File: config.mk
export PLATFORM = sky130hd
export DESIGN_NAME = pag_port_access
export DESIGN_NICKNAME = d
export VERILOG_FILES = /design/src/core/pag_pkg.sv /design/src/core/pag_port_access.sv
export SDC_FILE = /design/constraint.sdc
export NUM_CORES = 2
export LEC_CHECK = 0
export BUFFER_PORTS_ARGS = -buffer_cell sky130_fd_sc_hd__buf_2
export CORE_MARGIN = 8
export CORE_UTILIZATION = 50
export CTS_CLUSTER_SIZE = 24
export DETAILED_ROUTE_END_ITERATION = 6
export GPL_ROUTABILITY_DRIVEN = 1
export PLACE_DENSITY = 0.72
export SYNTH_ARGS = -nofsm -noshare
export SYNTH_HDL_FRONTEND = slang
export SYNTH_SLANG_ARGS = --single-unit
export TNS_END_PERCENT = 30
File: constraint.sdc
create_clock -name aclk -period 6.25 [get_ports aclk]
set_input_delay 0.3125 -clock aclk [delete_from_list [all_inputs] [get_ports aclk]]
set_output_delay 0.3125 -clock aclk [all_outputs]
set_load 0.02 [all_outputs]
File: src/core/pag_pkg.sv
/*
 * pag_pkg: register map, constants and types of the port access block.
 * assumes one 100 MHz clock and 8-bit AXI4-Lite byte addresses.
 */
package pag_pkg;
  localparam int NUM_PORTS = 4;
  localparam int CLK_HZ = 100_000_000;
  localparam int TICK_PERIOD_S = 1;
  localparam int TICK_CYCLES = TICK_PERIOD_S * CLK_HZ;

  // global register byte addresses
  localparam logic [7:0] OFS_GLOBAL = 8'h00;
  localparam logic [7:0] OFS_FB_VLAN = 8'h04;
  localparam logic [7:0] OFS_MAX_REQ = 8'h08;
  localparam logic [7:0] OFS_IDENT_INTERVAL = 8'h0C;
  // per-port blocks: base + port * 16, four words each
  localparam logic [1:0] PORT_AREA = 2'h1;
  localparam logic [1:0] PR_CTRL = 2'h0;
  localparam logic [1:0] PR_REAUTH = 2'h1;
  localparam logic [1:0] PR_TIMERS = 2'h2;
  localparam logic [1:0] PR_STATUS = 2'h3;

  // field positions
  localparam int GB_ACCESS_EN = 0;
  localparam int GB_FB_GLOBAL_EN = 1;
  localparam int GB_DESPITE = 2;
  localparam int PC_MODE_LSB = 0;
  localparam int PC_REAUTH_EN = 2;
  localparam int PC_FB_PORT_EN = 3;
  localparam int TM_QUIET_LSB = 0;
  localparam int TM_SUPP_LSB = 16;
  localparam int ST_CNT_LSB = 8;

  // values after reset
  localparam logic [2:0] RST_GLOBAL = 3'h0;
  localparam logic [11:0] RST_FB_VLAN = 12'h001;
  localparam logic [7:0] RST_MAX_REQ = 8'h02;
  localparam logic [15:0] RST_IDENT_INTERVAL = 16'h001E;
  localparam logic [15:0] RST_REAUTH = 16'h0E10;
  localparam logic [15:0] RST_QUIET = 16'h003C;
  localparam logic [15:0] RST_SUPP = 16'h001E;
  localparam logic [3:0] RST_PORT_CTRL = 4'h4;

  // limits
  localparam logic [15:0] REAUTH_MIN = 16'h001E;
  localparam logic [11:0] FB_VLAN_MIN = 12'h001;
  localparam logic [11:0] FB_VLAN_MAX = 12'hFFE;

  localparam logic [1:0] RESP_OKAY = 2'h0;
  localparam logic [1:0] RESP_SLVERR = 2'h2;

  typedef enum logic [1:0] {
    MODE_NONE = 2'b00,
    MODE_AUTH = 2'b01,
    MODE_FORCE_OPEN = 2'b10,
    MODE_FORCE_CLOSED = 2'b11
  } pag_mode_t;

  typedef enum logic [2:0] {
    ST_IDLE = 3'b000,
    ST_OPEN = 3'b001,
    ST_REQ = 3'b010,
    ST_AUTHING = 3'b011,
    ST_AUTHED = 3'b100,
    ST_QUIET = 3'b101,
    ST_FALLBACK = 3'b110,
    ST_CLOSED = 3'b111
  } pag_state_t;
endpackage

File: src/core/pag_port_access.sv
/*
 * pag_port_access: per-port access control engines and their AXI4-Lite register slave.
 * assumes link_up_pin is asynchronous and all frame events are one-cycle aclk pulses.
 */
// Register access over AXI4-Lite and the register offsets were left to the implementer.
// Functional notes
// - with control enabled each port runs none, auth, forced-open or forced-closed
// - forced-open sends one success frame at link up and grants access
// - forced-closed sends one failure frame at link up and denies access
// - reauth enabled: authenticated client redone when the period elapses
// - reauth period in seconds, 30 to 65535, used only when enabled
// - after authentication failure stay silent for the quiet period
// - identity request retransmitted while unanswered, at supplicant interval, or at identity interval on fallback-eligible ports
// - request count limit, writable only while fallback globally enabled
// - fallback port link up starts identity requests at identity interval
// - fallback considered only when count exceeds limit with no frame seen
// - despite-history enters at once, else only with history clear
// - history cleared on link down or administrative mode change
// - fallback port counts as authenticated, no success frame on entry
// - any frame in fallback leaves it and starts authentication
// - without despite-history a seen frame blocks reentry until cleared
// - fallback entry sets port vlan to number 1..4094, writable when enabled
// - global fallback enable gates per-port enables
// - fallback eligibility only in the authentication mode
// - control globally disabled: all ports forward freely
// - unauthorized port blocks traffic except authentication frames
// - link down or logoff returns port to unauthorized; logoff is ignored in fallback, none and forced-open
`timescale 1ns/1ps
module pag_port_access #(
  parameter int TICK_CYCLES = pag_pkg::TICK_CYCLES
) (
  input wire logic aclk,
  input wire logic aresetn,
  input wire logic [7:0] s_axi_awaddr,
  input wire logic s_axi_awvalid,
  output logic s_axi_awready,
  input wire logic [31:0] s_axi_wdata,
  input wire logic [3:0] s_axi_wstrb,
  input wire logic s_axi_wvalid,
  output logic s_axi_wready,
  output logic [1:0] s_axi_bresp,
  output logic s_axi_bvalid,
  input wire logic s_axi_bready,
  input wire logic [7:0] s_axi_araddr,
  input wire logic s_axi_arvalid,
  output logic s_axi_arready,
  output logic [31:0] s_axi_rdata,
  output logic [1:0] s_axi_rresp,
  output logic s_axi_rvalid,
  input wire logic s_axi_rready,
  input wire logic [pag_pkg::NUM_PORTS-1:0] link_up_pin,
  input wire logic [pag_pkg::NUM_PORTS-1:0] eapol_rx,
  input wire logic [pag_pkg::NUM_PORTS-1:0] eapol_logoff,
  input wire logic [pag_pkg::NUM_PORTS-1:0] auth_pass,
  input wire logic [pag_pkg::NUM_PORTS-1:0] auth_fail,
  output logic [pag_pkg::NUM_PORTS-1:0] tx_success_frame,
  output logic [pag_pkg::NUM_PORTS-1:0] tx_failure_frame,
  output logic [pag_pkg::NUM_PORTS-1:0] tx_identity_request,
  output logic [pag_pkg::NUM_PORTS-1:0] port_authorized,
  output logic [pag_pkg::NUM_PORTS-1:0] port_in_fallback,
  output logic [11:0] fallback_vlan_number
);
  localparam int NP = pag_pkg::NUM_PORTS;

  logic [2:0] global_q;
  logic [11:0] fb_vlan_q;
  logic [7:0] max_req_q;
  logic [15:0] ident_interval_q;
  logic [3:0] port_ctrl_q [NP];
  logic [15:0] reauth_period_q [NP];
  logic [15:0] quiet_q [NP];
  logic [15:0] supp_q [NP];
  pag_pkg::pag_state_t state_q [NP];
  logic [NP-1:0] hist_q;
  logic [7:0] req_cnt_q [NP];
  logic [NP-1:0] link_q;
  logic [NP-1:0] link_s1_q;
  logic [NP-1:0] link_s2_q;
  logic [NP-1:0] link_s3_q;

  logic access_en;
  logic fb_global_en;
  logic despite_en;
  assign access_en = global_q[pag_pkg::GB_ACCESS_EN];
  assign fb_global_en = global_q[pag_pkg::GB_FB_GLOBAL_EN];
  assign despite_en = global_q[pag_pkg::GB_DESPITE];
  assign fallback_vlan_number = fb_vlan_q;

  function automatic logic [31:0] merge_strb(input logic [31:0] old_v, input logic [31:0] new_v,
                                             input logic [3:0] strb);
    logic [31:0] r;
    r = old_v;
    for (int b = 0; b < 4; b++) begin
      if (strb[b]) begin
        r[b*8 +: 8] = new_v[b*8 +: 8];
      end
    end
    return r;
  endfunction

  // byte address names a register
  function automatic logic addr_mapped(input logic [7:0] a);
    return a[1:0] == 2'h0 && (a[7:4] == 4'h0 || a[7:6] == pag_pkg::PORT_AREA);
  endfunction

  logic [31:0] tick_cnt_q;
  logic tick_q;
  always_ff @(posedge aclk) begin
    if (!aresetn) begin
      tick_cnt_q <= 32'h0;
      tick_q <= 1'b0;
    end else if (tick_cnt_q >= 32'(TICK_CYCLES - 1)) begin
      tick_cnt_q <= 32'h0;
      tick_q <= 1'b1;
    end else begin
      tick_cnt_q <= tick_cnt_q + 32'h1;
      tick_q <= 1'b0;
    end
  end

  // link pin: three flops, last two must agree
  always_ff @(posedge aclk) begin
    if (!aresetn) begin
      link_s1_q <= '0;
      link_s2_q <= '0;
      link_s3_q <= '0;
      link_q <= '0;
    end else begin
      link_s1_q <= link_up_pin;
      link_s2_q <= link_s1_q;
      link_s3_q <= link_s2_q;
      for (int p = 0; p < NP; p++) begin
        if (link_s2_q[p] == link_s3_q[p]) begin
          link_q[p] <= link_s3_q[p];
        end
      end
    end
  end

  // AXI4-Lite write channel
  logic aw_have_q;
  logic w_have_q;
  logic [7:0] aw_addr_q;
  logic [31:0] w_data_q;
  logic [3:0] w_strb_q;
  logic do_write;
  assign s_axi_awready = !aw_have_q && !s_axi_bvalid;
  assign s_axi_wready = !w_have_q && !s_axi_bvalid;
  assign do_write = aw_have_q && w_have_q && !s_axi_bvalid;

  always_ff @(posedge aclk) begin
    if (!aresetn) begin
      aw_have_q <= 1'b0;
      w_have_q <= 1'b0;
      aw_addr_q <= 8'h00;
      w_data_q <= 32'h0;
      w_strb_q <= 4'h0;
      s_axi_bvalid <= 1'b0;
      s_axi_bresp <= pag_pkg::RESP_OKAY;
    end else begin
      if (s_axi_awvalid && s_axi_awready) begin
        aw_have_q <= 1'b1;
        aw_addr_q <= s_axi_awaddr;
      end
      if (s_axi_wvalid && s_axi_wready) begin
        w_have_q <= 1'b1;
        w_data_q <= s_axi_wdata;
        w_strb_q <= s_axi_wstrb;
      end
      if (do_write) begin
        aw_have_q <= 1'b0;
        w_have_q <= 1'b0;
        s_axi_bvalid <= 1'b1;
        s_axi_bresp <= addr_mapped(aw_addr_q) ? pag_pkg::RESP_OKAY : pag_pkg::RESP_SLVERR;
      end else if (s_axi_bvalid && s_axi_bready) begin
        s_axi_bvalid <= 1'b0;
      end
    end
  end

  // register writes
  logic [31:0] gw;
  logic [1:0] wport;
  logic wport_hit;
  assign wport = aw_addr_q[5:4];
  assign wport_hit = do_write && addr_mapped(aw_addr_q) && aw_addr_q[7:6] == pag_pkg::PORT_AREA;
  logic [31:0] pw;
  assign pw = merge_strb(aw_addr_q[3] ? {supp_q[wport], quiet_q[wport]} : aw_addr_q[2] ?
                         {16'h0, reauth_period_q[wport]} : {28'h0, port_ctrl_q[wport]},
                         w_data_q, w_strb_q);

  always_comb begin
    case (aw_addr_q)
      pag_pkg::OFS_GLOBAL: gw = merge_strb({29'h0, global_q}, w_data_q, w_strb_q);
      pag_pkg::OFS_FB_VLAN: gw = merge_strb({20'h0, fb_vlan_q}, w_data_q, w_strb_q);
      pag_pkg::OFS_MAX_REQ: gw = merge_strb({24'h0, max_req_q}, w_data_q, w_strb_q);
      pag_pkg::OFS_IDENT_INTERVAL: gw = merge_strb({16'h0, ident_interval_q}, w_data_q,
                                                   w_strb_q);
      default: gw = 32'h0;
    endcase
  end

  always_ff @(posedge aclk) begin
    if (!aresetn) begin
      global_q <= pag_pkg::RST_GLOBAL;
      fb_vlan_q <= pag_pkg::RST_FB_VLAN;
      max_req_q <= pag_pkg::RST_MAX_REQ;
      ident_interval_q <= pag_pkg::RST_IDENT_INTERVAL;
    end else if (do_write) begin
      case (aw_addr_q)
        pag_pkg::OFS_GLOBAL: global_q <= gw[2:0];
        // vlan number range and enable gate
        pag_pkg::OFS_FB_VLAN: begin
          if (fb_global_en && gw[11:0] >= pag_pkg::FB_VLAN_MIN &&
              gw[11:0] <= pag_pkg::FB_VLAN_MAX) begin
            fb_vlan_q <= gw[11:0];
          end
        end
        pag_pkg::OFS_MAX_REQ: begin
          if (fb_global_en) begin
            max_req_q <= gw[7:0];
          end
        end
        pag_pkg::OFS_IDENT_INTERVAL: ident_interval_q <= gw[15:0];
        default: ;
      endcase
    end
  end

  always_ff @(posedge aclk) begin
    if (!aresetn) begin
      for (int p = 0; p < NP; p++) begin
        port_ctrl_q[p] <= pag_pkg::RST_PORT_CTRL;
        reauth_period_q[p] <= pag_pkg::RST_REAUTH;
        quiet_q[p] <= pag_pkg::RST_QUIET;
        supp_q[p] <= pag_pkg::RST_SUPP;
      end
    end else if (wport_hit) begin
      case (aw_addr_q[3:2])
        pag_pkg::PR_CTRL: port_ctrl_q[wport] <= pw[3:0];
        pag_pkg::PR_REAUTH: begin
          if (pw[15:0] >= pag_pkg::REAUTH_MIN) begin
            reauth_period_q[wport] <= pw[15:0];
          end
        end
        pag_pkg::PR_TIMERS: begin
          quiet_q[wport] <= pw[pag_pkg::TM_QUIET_LSB +: 16];
          supp_q[wport] <= pw[pag_pkg::TM_SUPP_LSB +: 16];
        end
        default: ;
      endcase
    end
  end

  // AXI4-Lite read channel
  logic [31:0] rmux;
  logic [1:0] rport;
  assign rport = s_axi_araddr[5:4];
  assign s_axi_arready = !s_axi_rvalid;

  always_comb begin
    if (s_axi_araddr[7:4] == 4'h0) begin
      case (s_axi_araddr)
        pag_pkg::OFS_GLOBAL: rmux = {29'h0, global_q};
        pag_pkg::OFS_FB_VLAN: rmux = {20'h0, fb_vlan_q};
        pag_pkg::OFS_MAX_REQ: rmux = {24'h0, max_req_q};
        pag_pkg::OFS_IDENT_INTERVAL: rmux = {16'h0, ident_interval_q};
        default: rmux = 32'h0;
      endcase
    end else begin
      case (s_axi_araddr[3:2])
        pag_pkg::PR_CTRL: rmux = {28'h0, port_ctrl_q[rport]};
        pag_pkg::PR_REAUTH: rmux = {16'h0, reauth_period_q[rport]};
        pag_pkg::PR_TIMERS: rmux = {supp_q[rport], quiet_q[rport]};
        pag_pkg::PR_STATUS: rmux = {16'h0, req_cnt_q[rport], link_q[rport],
                                    port_authorized[rport], hist_q[rport],
                                    port_in_fallback[rport], 1'b0, state_q[rport]};
        default: rmux = 32'h0;
      endcase
    end
  end

  always_ff @(posedge aclk) begin
    if (!aresetn) begin
      s_axi_rvalid <= 1'b0;
      s_axi_rdata <= 32'h0;
      s_axi_rresp <= pag_pkg::RESP_OKAY;
    end else if (s_axi_arvalid && s_axi_arready) begin
      s_axi_rvalid <= 1'b1;
      s_axi_rdata <= addr_mapped(s_axi_araddr) ? rmux : 32'h0;
      s_axi_rresp <= addr_mapped(s_axi_araddr) ? pag_pkg::RESP_OKAY : pag_pkg::RESP_SLVERR;
    end else if (s_axi_rvalid && s_axi_rready) begin
      s_axi_rvalid <= 1'b0;
    end
  end

  for (genvar p = 0; p < NP; p++) begin : g_port
    pag_pkg::pag_mode_t mode;
    logic run;
    logic run_prev_q;
    logic [1:0] mode_prev_q;
    logic mode_changed;
    logic restart;
    logic eligible;
    logic [15:0] tmr_q;
    logic [15:0] reauth_q;
    logic tmr_exp;
    logic reauth_exp;
    logic [15:0] req_interval;

    assign mode = pag_pkg::pag_mode_t'(port_ctrl_q[p][pag_pkg::PC_MODE_LSB +: 2]);
    assign run = access_en && link_q[p];
    assign mode_changed = mode_prev_q != port_ctrl_q[p][pag_pkg::PC_MODE_LSB +: 2];
    assign restart = run && (!run_prev_q || mode_changed);
    assign eligible = fb_global_en && port_ctrl_q[p][pag_pkg::PC_FB_PORT_EN] &&
                      mode == pag_pkg::MODE_AUTH;
    assign tmr_exp = tick_q && tmr_q <= 16'h0001;
    assign reauth_exp = tick_q && reauth_q <= 16'h0001;
    assign req_interval = eligible ? ident_interval_q : supp_q[p];

    assign port_authorized[p] = !access_en || state_q[p] == pag_pkg::ST_OPEN ||
                                state_q[p] == pag_pkg::ST_AUTHED ||
                                state_q[p] == pag_pkg::ST_FALLBACK;
    assign port_in_fallback[p] = state_q[p] == pag_pkg::ST_FALLBACK;

    always_ff @(posedge aclk) begin
      if (!aresetn) begin
        hist_q[p] <= 1'b0;
      end else if (run && eapol_rx[p]) begin
        hist_q[p] <= 1'b1;
      end else if (!link_q[p] || mode_changed) begin
        hist_q[p] <= 1'b0;
      end
    end

    always_ff @(posedge aclk) begin
      if (!aresetn) begin
        state_q[p] <= pag_pkg::ST_IDLE;
        req_cnt_q[p] <= 8'h00;
        tmr_q <= 16'h0;
        reauth_q <= 16'h0;
        run_prev_q <= 1'b0;
        mode_prev_q <= pag_pkg::RST_PORT_CTRL[1:0];
        tx_success_frame[p] <= 1'b0;
        tx_failure_frame[p] <= 1'b0;
        tx_identity_request[p] <= 1'b0;
      end else begin
        run_prev_q <= run;
        mode_prev_q <= port_ctrl_q[p][pag_pkg::PC_MODE_LSB +: 2];
        tx_success_frame[p] <= 1'b0;
        tx_failure_frame[p] <= 1'b0;
        tx_identity_request[p] <= 1'b0;
        if (tick_q && tmr_q != 16'h0) begin
          tmr_q <= tmr_q - 16'h1;
        end
        if (tick_q && reauth_q != 16'h0) begin
          reauth_q <= reauth_q - 16'h1;
        end
        if (!run) begin
          state_q[p] <= pag_pkg::ST_IDLE;
          req_cnt_q[p] <= 8'h00;
        end else if (restart) begin
          case (mode)
            pag_pkg::MODE_FORCE_OPEN: begin
              state_q[p] <= pag_pkg::ST_OPEN;
              tx_success_frame[p] <= 1'b1;
            end
            pag_pkg::MODE_FORCE_CLOSED: begin
              state_q[p] <= pag_pkg::ST_CLOSED;
              tx_failure_frame[p] <= 1'b1;
            end
            pag_pkg::MODE_AUTH: begin
              state_q[p] <= pag_pkg::ST_REQ;
              tx_identity_request[p] <= 1'b1;
              req_cnt_q[p] <= 8'h01;
              tmr_q <= req_interval;
            end
            default: state_q[p] <= pag_pkg::ST_OPEN;
          endcase
        end else begin
          case (state_q[p])
            pag_pkg::ST_REQ: begin
              if (eapol_rx[p]) begin
                state_q[p] <= pag_pkg::ST_AUTHING;
                tmr_q <= supp_q[p];
              end else if (tmr_exp) begin
                if (eligible && req_cnt_q[p] > max_req_q && (despite_en || !hist_q[p])) begin
                  state_q[p] <= pag_pkg::ST_FALLBACK;
                end else begin
                  tx_identity_request[p] <= 1'b1;
                  tmr_q <= req_interval;
                  if (req_cnt_q[p] != 8'hFF) begin
                    req_cnt_q[p] <= req_cnt_q[p] + 8'h01;
                  end
                end
              end
            end
            pag_pkg::ST_AUTHING: begin
              if (auth_pass[p]) begin
                state_q[p] <= pag_pkg::ST_AUTHED;
                reauth_q <= reauth_period_q[p];
              end else if (auth_fail[p]) begin
                state_q[p] <= pag_pkg::ST_QUIET;
                tmr_q <= quiet_q[p];
              end else if (eapol_logoff[p] || tmr_exp) begin
                state_q[p] <= pag_pkg::ST_REQ;
                tx_identity_request[p] <= 1'b1;
                req_cnt_q[p] <= 8'h01;
                tmr_q <= req_interval;
              end
            end
            pag_pkg::ST_AUTHED: begin
              if (eapol_logoff[p]) begin
                state_q[p] <= pag_pkg::ST_REQ;
                tx_identity_request[p] <= 1'b1;
                req_cnt_q[p] <= 8'h01;
                tmr_q <= req_interval;
              end else if (port_ctrl_q[p][pag_pkg::PC_REAUTH_EN] && reauth_exp) begin
                state_q[p] <= pag_pkg::ST_AUTHING;
                tx_identity_request[p] <= 1'b1;
                tmr_q <= supp_q[p];
              end
            end
            pag_pkg::ST_QUIET: begin
              if (tmr_exp) begin
                state_q[p] <= pag_pkg::ST_REQ;
                tx_identity_request[p] <= 1'b1;
                req_cnt_q[p] <= 8'h01;
                tmr_q <= req_interval;
              end
            end
            pag_pkg::ST_FALLBACK: begin
              if (eapol_rx[p]) begin
                state_q[p] <= pag_pkg::ST_AUTHING;
                tx_identity_request[p] <= 1'b1;
                tmr_q <= supp_q[p];
              end
            end
            default: ;
          endcase
        end
      end
    end
  end
endmodule

Yosys cells after proc, flatten, opt, wreduce, memory -nomap -nowiden
Memory sizes are Yosys's and may differ from the RTL's. A register that Yosys moved wholly into a read port is not among the register bits.
Cells that the tools add are included.
{"block": "word_totals", "regBits": 328, "latchBits": 0, "mem_bits_rw": 252, "romBits": 0, "in_bits": 79, "out_inout_bits": 73, "word_cells": 1015, "n_memories": 6}
{"block": "op_classes", "addsub": 13, "n_mul": 0, "div_mod_pow": 0, "n_lt_le_gt_ge": 17, "n_eq_ne": 64, "n_shift": 0, "mux": 625, "bitwise_logic": 81, "n_reduce_logical": 153}
{"name": "quiet_q", "depth": 4, "word_bits": 16, "rd": 6, "rd_clocked_by_memory_dff": 1, "wr": 4, "line_no": "pag_port_access.sv:71", "rtl": "logic [15:0] quiet_q [NP];"}
{"name": "reauth_period_q", "depth": 4, "word_bits": 16, "rd": 6, "rd_clocked_by_memory_dff": 1, "wr": 4, "line_no": "pag_port_access.sv:70", "rtl": "logic [15:0] reauth_period_q [NP];"}
{"name": "supp_q", "depth": 4, "word_bits": 16, "rd": 5, "rd_clocked_by_memory_dff": 0, "wr": 4, "line_no": "pag_port_access.sv:72", "rtl": "logic [15:0] supp_q [NP];"}
{"name": "req_cnt_q", "depth": 4, "word_bits": 8, "rd": 5, "rd_clocked_by_memory_dff": 0, "wr": 4, "line_no": "pag_port_access.sv:75", "rtl": "logic [7:0] req_cnt_q [NP];"}
{"name": "port_ctrl_q", "depth": 4, "word_bits": 4, "rd": 6, "rd_clocked_by_memory_dff": 1, "wr": 4, "line_no": "pag_port_access.sv:69", "rtl": "logic [3:0] port_ctrl_q [NP];"}
{"name": "state_q", "depth": 4, "word_bits": 3, "rd": 5, "rd_clocked_by_memory_dff": 0, "wr": 4, "line_no": "pag_port_access.sv:73", "rtl": "pag_pkg::pag_state_t state_q [NP];"}
{"op": "16-bit two-way mux", "n": 84}
{"op": "1-bit two-way mux", "n": 418}
{"op": "16-bit one-hot mux with 5 select lines", "n": 4}
{"op": "8-bit two-way mux", "n": 35}
{"op": "3-bit two-way mux", "n": 56}
{"op": "16-bit by 1-bit <= comparator with 1-bit output (second input constant)", "n": 8}
{"op": "16-bit one-hot mux with 4 select lines", "n": 2}
{"op": "32-bit one-hot mux with 4 select lines", "n": 1}
{"op": "16-bit nonzero test", "n": 8}
{"op": "16-bit by 1-bit subtractor with 16-bit output (second input constant)", "n": 8}
{"op": "32-bit two-way mux", "n": 3}
{"op": "1-bit OR", "n": 80}
{"op": "1-bit logical AND", "n": 63}
{"op": "16-bit OR reduction", "n": 3}
{"op": "3-bit == test (second input constant)", "n": 12}
{"op": "32-bit by 1-bit adder with 32-bit output (second input constant)", "n": 1}
{"op": "8-bit by 1-bit adder with 8-bit output (second input constant)", "n": 4}
{"op": "8-bit by 4-bit == test with 1-bit output (second input constant)", "n": 4}
{"op": "32-bit by 27-bit greater-or-equal comparator with 1-bit output (second input constant)", "n": 1}
{"op": "8-bit > comparator", "n": 4}
{"op": "8-bit inequality test (second input constant)", "n": 4}
{"op": "1-bit logical OR", "n": 30}
{"op": "2-bit two-way mux", "n": 13}
{"op": "3-bit by 2-bit == test with 1-bit output (second input constant)", "n": 8}
{"op": "25 further kinds", "n": 99}

Depth between registers and ports, before layout
An unclocked memory read counts as a cell.
{"block": "logic_depth", "depth_word": 21, "mapped_depth": 11, "depth_no_buf": 9}

Worst setup path after synthesis
Ideal clock, no wire load.
{"block": "synth_timing", "path_type": "register to register", "startpoint": "register (tool-made name)", "endpoint": "memory reauth_period_q[0][0], enable pin", "setup_time_ps": 411, "arrival_ps": 3436, "required_ps": 5839, "slack_ps": 2403, "path_stages_with_launch": 10, "path_buffers": 2, "period_less_slack_ps": 3847, "path_cell_list": "dfxtp_1 clkbuf_1 buf_1 mux4_2 mux2i_1 a211oi_1 a32oi_1 o311ai_2 nand3_1 o21ai_0"}
{"item": "to (decl)", "line_no": "pag_port_access.sv:70"}

==> run summary <==
initial core utilization -> 0.503
CP max-delay cell -> a221oi_1
Final Util -> 0.564
Worst-Skew Late Latency -> 650 ps
row cnt -> 100
clk slew on worst S/H paths -> 60 ps
Slew @ Worst Pin -> 1400 ps
cts bufs inserted -> 66
Post-Syn Instances -> 4219
post-synth top area share -> 0.203
Slew Limit Fails -> 0
DP HPWL -> 124000 um
violated checks -> design-rule violations
type of the worst min-delay path -> primary input to register
list of most frequent post-synthesis cells -> nand2_1, nor2_1, dfxtp_1
post-layout min period -> 4220 ps
routed vias/inst -> 7.08
max incr delay on CP -> 890 ps
Placement Cell Area -> 38900 um2
Max Cap Viol -> 0
htree depth -> 3
CTS sink cnt -> 580
Fmax achieved -> 0.237 GHz
DR vias -> 37800
CP max FO -> 21
IO buf count -> 149
global placement routability congestion -> 1.07
Cell variety after synth -> 99
Clock Power Share -> 0.284
crit path capture type -> register
Clock Skews -> 36.9 ps
top cells by area, synth -> edfxtp_1, dfxtp_1, mux4_2
PwrDens -> 358 nW/um2
syn_area_per_cell -> 8.83 um2
Async SR Flop Fraction -> 0
crit-path cells -> buf_4 > mux4_2 > a221oi_1 > nand2_1 > nor4b_2 > o311ai_2 > nand3_1 > o21ai_1 > buf_4
Layout Area Growth over Synthesis -> 12.2%
layout filler cell count -> 6595
CTS root buffer -> clkbuf_16
post-synth top area cell -> edfxtp_1
Pint -> 8.93 mW
Mapped Area -> 37200 um2
wire per inst -> 31.3 um
# resized after CTS -> 0
first-pass GRT wire length -> 239000 um
DRT Pass-1 Iters -> 7
Slew headroom -> 0.0661
outcome -> finished, violations left
CTS Hold Bufs -> 50
Worst EP arrival -> 4610 ps
Core Region -> 74100 um2
Psw -> 6.04 mW
Die Area -> 83500 um2
Worst Hold Depth -> 3
count leader, synth -> nand2_1
critical path startpoint category -> register
CTS max path bufs -> 3
Peak VDD IR -> 0.261 mV
Hold Worst Slack -> 30.2 ps
register bit total from synthesis -> 580
P_leak -> 15.2 nW
setup TNS -> 0 ps
IO Pins -> 152
hold_sp -> s_axi_awaddr[4]
fin nets -> 4445
share of cells above drive strength 1 -> 0.132
global route overflow -> 0
final instance area -> 41800 um2
Final Hold Viols -> 0
number of global-route vias before repair -> 34300
RSZ-0062 raised after global routing -> false
total wire length -> 167000 um
Tcrit/Tclk final -> 0.675
switching share of power -> 0.403
1st-iter DRT viols -> 6072
Die Width -> 289 um
largest net degree at the start of global routing -> 73
Post-synth EDFFs -> 252
DRC viols -> 14
# setup viols final -> 0
post-detailed-route count of antenna-violating nets -> 0
Reg2Reg Setup Slack -> 2030 ps
buffer count from post-CTS setup fixing -> 0
Final Power -> 15.0 mW
die height -> 289 um
Top FF cell, synth -> dfxtp_1
antenna violations before repair -> 6
reg-to-reg endpoint -> reauth_period_q[1][11]
Crit Path Category -> register to register
CP most frequent cell -> buf_4
Warnings, synthesis -> 0
worst reg-to-reg path cell count -> 9
post-synthesis sequential area ratio -> 0.379
Flop pwr share -> 0.324
Worst EP required -> 6650 ps
global-route usage over all layers -> 0.387
CTS tree -> yes
logic gate share of total power -> 0.392
-- metal layers --
layer  up-vias  wire length [um]  global-route usage
met4         2             13300               0.245
met5         -                 9                   0
li1      16100                 -                   -
met1     18000             61300               0.493
met3       676             24900               0.144
met2      3009             67300               0.550
-- worst max-delay path, delay by kind of cell (launching register included) --
| kind | cells | cell delay (ps) |
|---|---|---|
| buf+inv | 2 | 690 |
| flops | 1 | 830 |
| mux | 1 | 350 |
| simple gates | 3 | 760 |
| compound gates | 3 | 1330 |
-- through the flow --
step	worst slack (ps)	std cells
after floorplan	2400	4225
after global placement	2250	5160
after detailed placement	2130	5160
after CTS	2120	5329
after global routing	1830	5330
final	2030	5336
-- state kept, by name, indices dropped and copies added, names as in the netlist, 8 cells and up, named ones only --
name / count
aw_addr_q: 8
fallback_vlan_number: 12
g_port.mode_prev_q: 8
g_port.reauth_q: 64
g_port.tmr_q: 64
ident_interval_q: 16
max_req_q: 8
port_ctrl_q: 16
quiet_q: 64
reauth_period_q: 64
req_cnt_q: 32
s_axi_rdata: 32
state_q: 12
supp_q: 64
tick_cnt_q: 32
w_data_q: 32
-- kinds of logic (layout without fill, tap and decap cells) --
family,after synthesis,in the layout,share of synthesized area
AOI/OAI and AO/OA,1200,1200,0.214
xor gates and xnor gates,147,147,0.0346
adders and majority gates,57,57,0.0191
buffers and inverters,375,510,0.0391
DFF,580,580,0.379
muxes,254,254,0.106
other,1,14,0.000101
and+or+nand+nor,1605,1605,0.208
-- cell usage in the layout (no fill, tap or decap), types with 19 or more instances in the layout --
master and count:
a211oi_1 80, a21o_1 25, a21oi_1 286, a221oi_1 38, a22oi_1 67, a31oi_1 61, and2_1 60, and3_1 63
buf_2 146, buf_4 88, clkbuf_16 68, dfxtp_1 327, dlygate4sd3_1 50, edfxtp_1 252, ha_1 57, inv_1 102
mux2_2 39, mux2i_1 106, mux4_2 109, nand2_1 472, nand2b_1 46, nand3_1 109, nand4_1 47, nor2_1 443
nor2b_1 34, nor3_1 104, nor4_1 50, o211ai_1 55, o21a_1 19, o21ai_0 244, o221ai_1 22, o22ai_1 40
o31ai_1 29, or2_2 30, or3_1 36, xnor2_1 88, xor2_1 59
-- power by group through the flow --
| stage | sequential (mW) | combinational [mW] | clock [mW] |
|---|---|---|---|
| after floorplan | 4.70 | 4.22 | 0 |
| after global placement | 4.88 | 5.58 | 0 |
| after detailed placement | 4.89 | 5.61 | 0 |
| after CTS | 4.81 | 5.68 | 4.26 |
| after global routing | 4.88 | 6.32 | 4.41 |
| final | 4.84 | 5.87 | 4.25 |
-- area by class of cell --
class / count / area, um2 / share of cell area
repair buffers: 284 / 1890 / 0.0453
clock buffers: 84 / 1810 / 0.0434
flip-flops and latches: 580 / 14100 / 0.338
clock inverters: 35 / 562 / 0.0134
multi-input cells: 3270 / 21700 / 0.520
inverters: 107 / 407 / 0.00973
well taps: 969 / 1210 / 0.0290
diodes: 7 / 17.5 / 0.000419
-- worst max-delay path by stage --
stage / start / endpoint / slack [ps] / depth (start not counted)
after CTS: register / reauth_period_q[0][13] / 2120 / 9
after global routing: register / reauth_period_q[1][6] / 1830 / 8
after detailed placement: register / reauth_period_q[0][12] / 2130 / 9
after floorplan: register / reauth_period_q[0][0] / 2400 / 9
final: register / reauth_period_q[1][11] / 2030 / 9
after global placement: register / reauth_period_q[0][8] / 2250 / 8
(Power assumes the default switching activity.)
